==> src/core/uncore_counters_pkg.sv <==
// package: register addresses, field positions and reset values of the event counter bank
// assumes 64-bit model register accesses addressed by the full register index
package uncore_counters_pkg;

  localparam int reg_addr_width = 20;
  localparam logic [19:0] addr_bus_queue_0 = 20'h107cc;
  localparam logic [19:0] addr_bus_queue_1 = 20'h107cd;
  localparam logic [19:0] addr_snoop_queue_0 = 20'h107ce;
  localparam logic [19:0] addr_snoop_queue_1 = 20'h107cf;
  localparam logic [19:0] addr_data_ready_0 = 20'h107d0;
  localparam logic [19:0] addr_data_ready_1 = 20'h107d1;
  localparam logic [19:0] addr_latency_control = 20'h107d2;
  localparam logic [19:0] addr_latency_accumulator = 20'h107d3;

  localparam int num_pair_counters = 6;
  localparam int count_lsb = 0;
  localparam int count_msb = 31;
  localparam int qual_lsb = 32;
  localparam int qual_msb = 63;
  localparam int latency_enable_bit = 26;
  localparam int weight_width = 8;

  localparam logic [31:0] reset_count = 32'h0000_0000;
  localparam logic [31:0] reset_qual = 32'h0000_0000;
  localparam logic [63:0] reset_wide = 64'h0000_0000_0000_0000;

endpackage : uncore_counters_pkg

==> src/core/count_update_if.sv <==
// interface: software write strobes and data of one counter slice, one instance per slice
// assumes all users run on the same system clock
`timescale 1ns/1ps
interface count_update_if;
  logic wr_lo;
  logic wr_hi;
  logic [31:0] wr_data_lo;
  logic [31:0] wr_data_hi;
  logic [63:0] value;
  modport master (output wr_lo, output wr_hi, output wr_data_lo, output wr_data_hi,
    input value);
  modport slice (input wr_lo, input wr_hi, input wr_data_lo, input wr_data_hi,
    output value);
endinterface : count_update_if

==> src/core/qualified_counter.sv <==
// module: one event register, qualification half above a 32-bit counter half
// assumes event pulses arrive on the system clock
`timescale 1ns/1ps
module qualified_counter
  import uncore_counters_pkg::*;
(
  // clock and reset
  input wire logic clk_sys_in,
  input wire logic resetn_in,
  // event and register access
  input wire logic event_in,
  count_update_if.slice upd
);

  logic [31:0] qual;
  logic [31:0] count;
  logic [31:0] next_qual;
  logic [31:0] next_count;

  always_comb
  begin
    next_qual = qual;
    next_count = count;
    if (upd.wr_hi)
    begin
      next_qual = upd.wr_data_hi;
    end
    if (upd.wr_lo)
    begin
      next_count = upd.wr_data_lo;
    end
    else if ((qual != reset_qual) && event_in)
    begin
      next_count = count + 32'h0000_0001;
    end
  end

  always_ff @(posedge clk_sys_in or negedge resetn_in)
  begin
    if (!resetn_in)
    begin
      qual <= reset_qual;
      count <= reset_count;
    end
    else
    begin
      qual <= next_qual;
      count <= next_count;
    end
  end

  assign upd.value = {qual, count};

endmodule : qualified_counter

==> src/core/uncore_bus_event_counters.sv <==
// module: bank of bus queue, snoop queue, data-ready and latency event counters
// assumes one 64-bit model register access per cycle from the core, same clock
// Functional notes
// - Four facilities exist: bus queue, snoop queue, data-ready and latency accumulation.
// - Every register serves exactly one facility and none is shared.
// - Bits 63:32 of each bus queue register hold its qualification and enable controls.
// - Bits 31:0 of each bus queue register are a 32-bit counter of qualified events.
// - A bus queue counter runs once its upper half is written with any nonzero value.
// - A bus queue counter freezes once its upper half is written with zero.
// - The two snoop queue registers split the same way, controls above a 32-bit counter.
// - A snoop queue counter starts on a nonzero upper half and freezes on a zero one.
// - The two data-ready registers count in the low half once any upper bit is set.
// - The latency facility adds weighted cycle counts of bus queue transactions.
// - Latency accumulation runs while bit 26 of the latency control register is one.
// - Writing zero to that bit freezes the latency accumulator at its value.
// - The latency accumulator is a full 64-bit counter.
`timescale 1ns/1ps
module uncore_bus_event_counters
  import uncore_counters_pkg::*;
(
  // clock and reset
  input wire logic clk_sys_in,
  input wire logic resetn_in,
  // model register access from the core
  input wire logic reg_write_in,
  input wire logic reg_read_in,
  input wire logic [19:0] reg_addr_in,
  input wire logic [63:0] reg_wdata_in,
  output logic [63:0] reg_rdata_out,
  output logic reg_rvalid_out,
  output logic reg_hit_out,
  // event pulses from the units
  input wire logic [1:0] bus_queue_event_in,
  input wire logic [1:0] snoop_queue_event_in,
  input wire logic [1:0] data_ready_event_in,
  input wire logic [weight_width-1:0] latency_weight_in,
  // status
  output logic [3:0] facility_running_out
);

  // latency facility
  logic [63:0] latency_ctl;
  logic [63:0] next_latency_ctl;
  logic [63:0] latency_acc;
  logic [63:0] next_latency_acc;
  logic [63:0] latency_step;
  // read answer
  logic [63:0] rdata;
  logic [63:0] next_rdata;
  logic rvalid;
  logic next_rvalid;
  logic hit;
  logic next_hit;
  // facility status
  logic [3:0] running;
  logic [3:0] next_running;
  // address decode
  logic sel_latency_ctl;
  logic sel_latency_acc;
  logic sel_any;
  // counter slices
  logic [num_pair_counters-1:0] slice_event;
  logic [num_pair_counters-1:0] slice_sel;
  logic [num_pair_counters-1:0] slice_enabled;
  logic [63:0] slice_value [num_pair_counters];
  logic [19:0] slice_addr [num_pair_counters];

  // slice order: bus queue 0/1, snoop queue 0/1, data-ready 0/1
  assign slice_event = {data_ready_event_in, snoop_queue_event_in, bus_queue_event_in};
  assign slice_addr[0] = addr_bus_queue_0;
  assign slice_addr[1] = addr_bus_queue_1;
  assign slice_addr[2] = addr_snoop_queue_0;
  assign slice_addr[3] = addr_snoop_queue_1;
  assign slice_addr[4] = addr_data_ready_0;
  assign slice_addr[5] = addr_data_ready_1;

  genvar gi;
  generate
    for (gi = 0; gi < num_pair_counters; gi++)
    begin : g_slice
      count_update_if upd ();
      // each slice decodes only its own address
      assign slice_sel[gi] = (reg_addr_in == slice_addr[gi]);
      // whole 64-bit write loads both halves
      assign upd.wr_hi = reg_write_in && slice_sel[gi];
      assign upd.wr_lo = reg_write_in && slice_sel[gi];
      assign upd.wr_data_hi = reg_wdata_in[qual_msb:qual_lsb];
      assign upd.wr_data_lo = reg_wdata_in[count_msb:count_lsb];
      assign slice_value[gi] = upd.value;
      assign slice_enabled[gi] = (upd.value[qual_msb:qual_lsb] != reset_qual);
      // counter runs while its qualification half is nonzero
      qualified_counter u_counter (
        .clk_sys_in(clk_sys_in),
        .resetn_in(resetn_in),
        .event_in(slice_event[gi]),
        .upd(upd.slice)
      );
    end
  endgenerate

  // address decode of the two latency registers and of the whole bank
  assign sel_latency_ctl = (reg_addr_in == addr_latency_control);
  assign sel_latency_acc = (reg_addr_in == addr_latency_accumulator);
  assign sel_any = (|slice_sel) || sel_latency_ctl || sel_latency_acc;

  // weight added to the latency accumulator per enabled cycle
  assign latency_step = {{(64 - weight_width){1'b0}}, latency_weight_in};

  // latency control: whole word stored, only the enable bit acts
  always_comb
  begin
    next_latency_ctl = latency_ctl;
    if (reg_write_in && sel_latency_ctl)
    begin
      next_latency_ctl = reg_wdata_in;
    end
  end

  always_ff @(posedge clk_sys_in or negedge resetn_in)
  begin
    if (!resetn_in)
    begin
      latency_ctl <= reset_wide;
    end
    else
    begin
      latency_ctl <= next_latency_ctl;
    end
  end

  // latency accumulator: a software write wins over the weighted add
  always_comb
  begin
    next_latency_acc = latency_acc;
    if (reg_write_in && sel_latency_acc)
    begin
      next_latency_acc = reg_wdata_in;
    end
    else if (latency_ctl[latency_enable_bit])
    begin
      next_latency_acc = latency_acc + latency_step;
    end
  end

  always_ff @(posedge clk_sys_in or negedge resetn_in)
  begin
    if (!resetn_in)
    begin
      latency_acc <= reset_wide;
    end
    else
    begin
      latency_acc <= next_latency_acc;
    end
  end

  // read data: stands one cycle after the read request, zero otherwise
  always_comb
  begin
    next_rdata = 64'h0000_0000_0000_0000;
    if (reg_read_in)
    begin
      for (int i = 0; i < num_pair_counters; i++)
      begin
        if (slice_sel[i])
        begin
          next_rdata = slice_value[i];
        end
      end
      if (sel_latency_ctl)
      begin
        next_rdata = latency_ctl;
      end
      if (sel_latency_acc)
      begin
        next_rdata = latency_acc;
      end
    end
  end

  always_ff @(posedge clk_sys_in or negedge resetn_in)
  begin
    if (!resetn_in)
    begin
      rdata <= reset_wide;
    end
    else
    begin
      rdata <= next_rdata;
    end
  end

  // read valid: one pulse per read request
  always_comb
  begin
    next_rvalid = reg_read_in;
  end

  always_ff @(posedge clk_sys_in or negedge resetn_in)
  begin
    if (!resetn_in)
    begin
      rvalid <= 1'b0;
    end
    else
    begin
      rvalid <= next_rvalid;
    end
  end

  // read hit: mapped addresses only, unmapped reads answer zero
  always_comb
  begin
    next_hit = reg_read_in && sel_any;
  end

  always_ff @(posedge clk_sys_in or negedge resetn_in)
  begin
    if (!resetn_in)
    begin
      hit <= 1'b0;
    end
    else
    begin
      hit <= next_hit;
    end
  end

  // facility status: one bit per facility, one cycle behind the registers
  always_comb
  begin
    next_running = 4'h0;
    for (int f = 0; f < num_pair_counters / 2; f++)
    begin
      next_running[f] = slice_enabled[2 * f] || slice_enabled[2 * f + 1];
    end
    next_running[3] = latency_ctl[latency_enable_bit];
  end

  always_ff @(posedge clk_sys_in or negedge resetn_in)
  begin
    if (!resetn_in)
    begin
      running <= 4'h0;
    end
    else
    begin
      running <= next_running;
    end
  end

  assign reg_rdata_out = rdata;
  assign reg_rvalid_out = rvalid;
  assign reg_hit_out = hit;
  assign facility_running_out = running;

endmodule : uncore_bus_event_counters

==> config.mk <==
export PLATFORM = sky130hd
export DESIGN_NAME = uncore_bus_event_counters
export DESIGN_NICKNAME = d
export VERILOG_FILES = /design/src/core/uncore_counters_pkg.sv /design/src/core/count_update_if.sv /design/src/core/qualified_counter.sv /design/src/core/uncore_bus_event_counters.sv
export SDC_FILE = /design/constraint.sdc
export NUM_CORES = 2
export LEC_CHECK = 0
export BUFFER_PORTS_ARGS = -buffer_cell sky130_fd_sc_hd__buf_2
export CAP_MARGIN = 20
export CELL_PAD_IN_SITES_DETAIL_PLACEMENT = 0
export CELL_PAD_IN_SITES_GLOBAL_PLACEMENT = 2
export CORE_MARGIN = 4
export CORE_UTILIZATION = 36
export CTS_CLUSTER_DIAMETER = 30
export DETAILED_ROUTE_END_ITERATION = 8
export GPL_ROUTABILITY_DRIVEN = 0
export PLACE_DENSITY = 0.79
export SLEW_MARGIN = 15
export SYNTH_ARGS = -nofsm -noshare
export SYNTH_HDL_FRONTEND = slang
export SYNTH_SLANG_ARGS = --single-unit
==> constraint.sdc <==
create_clock -name clk_sys_in -period 2.54 [get_ports clk_sys_in]
set_clock_uncertainty 0.2 [all_clocks]
set_input_delay 0.381 -clock clk_sys_in [delete_from_list [all_inputs] [get_ports clk_sys_in]]
set_output_delay 0.381 -clock clk_sys_in [all_outputs]
set_load 0.01 [all_outputs]
==> flow_metrics.tcl <==
set metrics [dict create \
    maxSlewViolCount 0 \
    p_int_mw 24.3 \
    critPathLaunch "g_slice[4].u_counter.count[10]" \
    synth_top_family_by_area "simple AND/OR/NAND/NOR gates" \
    clkTransAtPathRegs_ns 0.04 \
    cts_tree "done" \
    fin_crit_sh_pct 100 \
    max_stage_delay_ns 0.68 \
    crit_path_start_kind "flip-flop" \
    place_area_um2 35700 \
    pwr_density_cell_nw_per_um2 731 \
    row_count 107 \
    end_kind "flip-flop" \
    grt_pass1_wl_mm 174 \
    final-setup-viol-count 0 \
    start_util_pct 36.3 \
    num_io_pins 172 \
    drive_above_1_share_pct 28.9 \
    slowest_stage "or4_4" \
    ant_nets 0 \
    htree_levels 4 \
    vdd_drop_max_mv 0.606 \
    die_w_um 301 \
    p_sw_mw 6.94 \
    seqPwrFrac_pct 29.8 \
    synth-xor-area-share_pct 6.75 \
    netlist_area_um2 31000 \
    syn_avg_cell_area_um2 9.40 \
    synth_seq_cells 582 \
    drt-total-wl_mm 116 \
    relSlewSlack_pct 61.0 \
    fmax_ghz 0.394 \
    cts_sinks 582 \
    dr_wl_met3_mm 6.32 \
    critPathMaxFanout 8 \
    fillers 7865 \
    met1_length_mm 51.8 \
    maxCapViolations 0 \
    highest_layer "met4" \
    synth_mux_area_share_pct 13.1 \
    r2r_end "g_slice[4].u_counter.count[25]" \
    hold_class "primary input to flip-flop" \
    status "completed" \
    clkPwrFrac_pct 66.4 \
    area.growth.synth_to_final_pct 37.8 \
    synthFlopType "dfrtp_1" \
    cp_cell_sequence "nand3_2 -> or4_4 -> or4_4 -> nor3_2 -> xnor2_1 -> a21oi_1" \
    synth_edf_count 0 \
    synth_compound_area_share_pct 11.9 \
    die-height_um 301 \
    drc 0 \
    period_minus_slack_ns 2.54 \
    syn_inst 3298 \
    cp-endpoint "g_slice[4].u_counter.count[25]" \
    yosysUniqueCellTypes 61 \
    rsz0062_at_grt "yes" \
    p_leak_nw 19.2 \
    holdWs_ns 0.0445 \
    cts_root_buf "clkbuf_16" \
    final_area_um2 42700 \
    r2r-start "g_slice[4].u_counter.count[10]" \
    rr_worst_depth 6 \
    dr_wl_met2_mm 53.8 \
    antenna_found_initial 2 \
    coreArea_um2 85300 \
    drt-initial-drc-count 1923 \
    synth_fa_ha_area_share_pct 0.630 \
    grt-ovfl-total 0 \
    cts_buffers 159 \
    dr.pass1.iters 5 \
    cpMostUsedCell "or4_4" \
    switching_share_pct 22.2 \
    finalSetupTns_ns 0 \
    dieArea_um2 90900 \
    crit_type "flip-flop to flip-flop" \
    synth_warnings 0 \
    rrSetupSlack_ns 0.0002 \
    vias 27200 \
    synthSimpleGateAreaFrac_pct 17.0 \
    grt_max_degree 90 \
    pwr-share-comb_pct 3.7 \
    worstPathArrival_ns 2.90 \
    seq_area_frac_synth_pct 47.0 \
    routedWlPerCell_um 22.7 \
    dpl.hpwl_mm 82.4 \
    fin_nets 3949 \
    syn_nets 3415 \
    worst_pin_slew_ns 0.579 \
    insertion_delay_ns 0.73 \
    io_buffer_count 171 \
    cts_buffer_depth 3 \
    grt.total_usage_pct 25.3 \
    hold_viol 0 \
    required_ns 2.90 \
    first_global_vias 27400 \
    viasPerCell 5.32 \
    synthArstFlopShare_pct 100 \
    final_util_pct 50.1 \
]
==> logic make-up (layout without fill, tap and decap cells) <==
| family | Yosys count | count (layout) |
|---|---|---|
| AOI/OAI and AO/OA | 669 | 669 |
| xor gates and xnor gates | 239 | 239 |
| adders and majority gates | 15 | 15 |
| buffers and inverters | 283 | 952 |
| DFF | 582 | 582 |
| muxes | 365 | 365 |
| other | 0 | 1 |
| and+or+nand+nor | 1145 | 1145 |
==> worst min path at each step <==
stage	start	endpoint	slack (ns)	depth (start not counted)
2_1_floorplan	resetn_in	facility_running_out[0]	-0.11	0
3_3_place_gp	resetn_in	g_slice[5].u_counter.count[14]	0.11	1
3_5_place_dp	resetn_in	g_slice[5].u_counter.count[14]	0.10	1
4_1_cts	latency_weight_in[1]	latency_acc[1]	0.006	6
5_1_grt	bus_queue_event_in[0]	g_slice[0].u_counter.count[2]	0.03	4
6_report	bus_queue_event_in[0]	g_slice[0].u_counter.count[2]	0.04	4
==> power by group through the flow <==
stage	clock network (mW)	registers (mW)	logic, mW
final	20.7	9.32	1.17
after global routing	21.6	9.31	1.25
after CTS	21.0	9.32	1.17
after detailed placement	0	9.45	1.07
after global placement	0	9.45	1.07
after floorplan	0	9.46	0.303
==> synth_stat cells (13+ instances only) <==
cell type,number,area (µm²)
nor4_1,91,569
ha_1,14,175
and3_1,21,131
dfrtp_1,582,14600
xnor2_1,197,1730
o21ai_0,381,1910
a22oi_1,55,413
a21oi_1,157,786
nand3_1,72,360
xor2_1,42,368
nand2_1,543,2040
mux2i_1,74,741
inv_1,67,251
clkbuf_1,159,597
mux2_2,261,2940
mux2_1,27,304
nor2_1,197,739
buf_1,13,48.8
nand4_1,60,375
nor3_1,79,395
o2111ai_1,17,149
buf_2,39,195
==> registers in the layout, summed over array words and instances, names as in the netlist <==
register and flops:
reg_rdata_out 64, facility_running_out 4, reg_rvalid_out 1, reg_hit_out 1, g_slice.u_counter.count 192, latency_acc 64, g_slice.u_counter.qual 192, latency_ctl 64
==> what timing repair did <==
action                                   CTS  global route
gates cloned                               0             2
endpoints found under the hold margin   1015             0
hold buffers                              72             0
endpoints found under the setup margin    55            70
resized for setup                         34            79
pin swaps                                 10            35
setup buffers                              3            13
==> metrics by stage <==
stage               cells  total power [mW]  setup WS [ns]
floorplan            3298              9.76        -0.0893
global placement     4725              10.5         -0.322
detailed placement   4725              10.5         -0.350
CTS                  5096              31.5        0.00131
global route         5111              32.1        -0.0757
finish               5112              31.2       0.000220
==> layout make-up <==
class                   instances  area (µm²)  area share [%]
multi-input cells            2433       15900            37.2
flip-flops and latches        582       14600            34.1
repair buffers                589        4930            11.6
clock buffers                 228        4660            10.9
well taps                    1144        1430            3.35
clock inverters                68         961            2.25
inverters                      67         251           0.589
diodes                          1        2.50         0.00586
==> layer usage <==
metal / track usage (%) / vias to the layer above
met4: 10.6 / 0
li1: - / 12700
met5: 0 / -
met1: 34.2 / 13500
met2: 40.3 / 772
met3: 4.49 / 200
==> placed cells by master, fill, tap and decap left out, types with 31 or more instances in the layout <==
cell type,count
buf_4,282
dlygate4sd3_1,71
o21ai_0,361
clkbuf_1,31
nor4_1,68
buf_12,56
buf_2,168
dfrtp_1,582
nand3_1,70
a21oi_1,151
xor2_1,42
xnor2_1,195
a22oi_1,55
nand4_1,60
mux2i_1,74
inv_1,66
nor3_1,77
clkbuf_8,35
clkbuf_16,163
nand2_1,538
nor2_1,189
mux2_2,261
==> worst max-delay path, delay by kind of cell (launching register included) <==
family / cells / cell delay, ns
AND/OR/NAND/NOR: 4 / 1.56
flip-flops: 1 / 0.40
XOR/XNOR: 1 / 0.13
AO/OA/AOI/OAI: 1 / 0.09
Note: power is estimated with default switching activity, not from simulation.
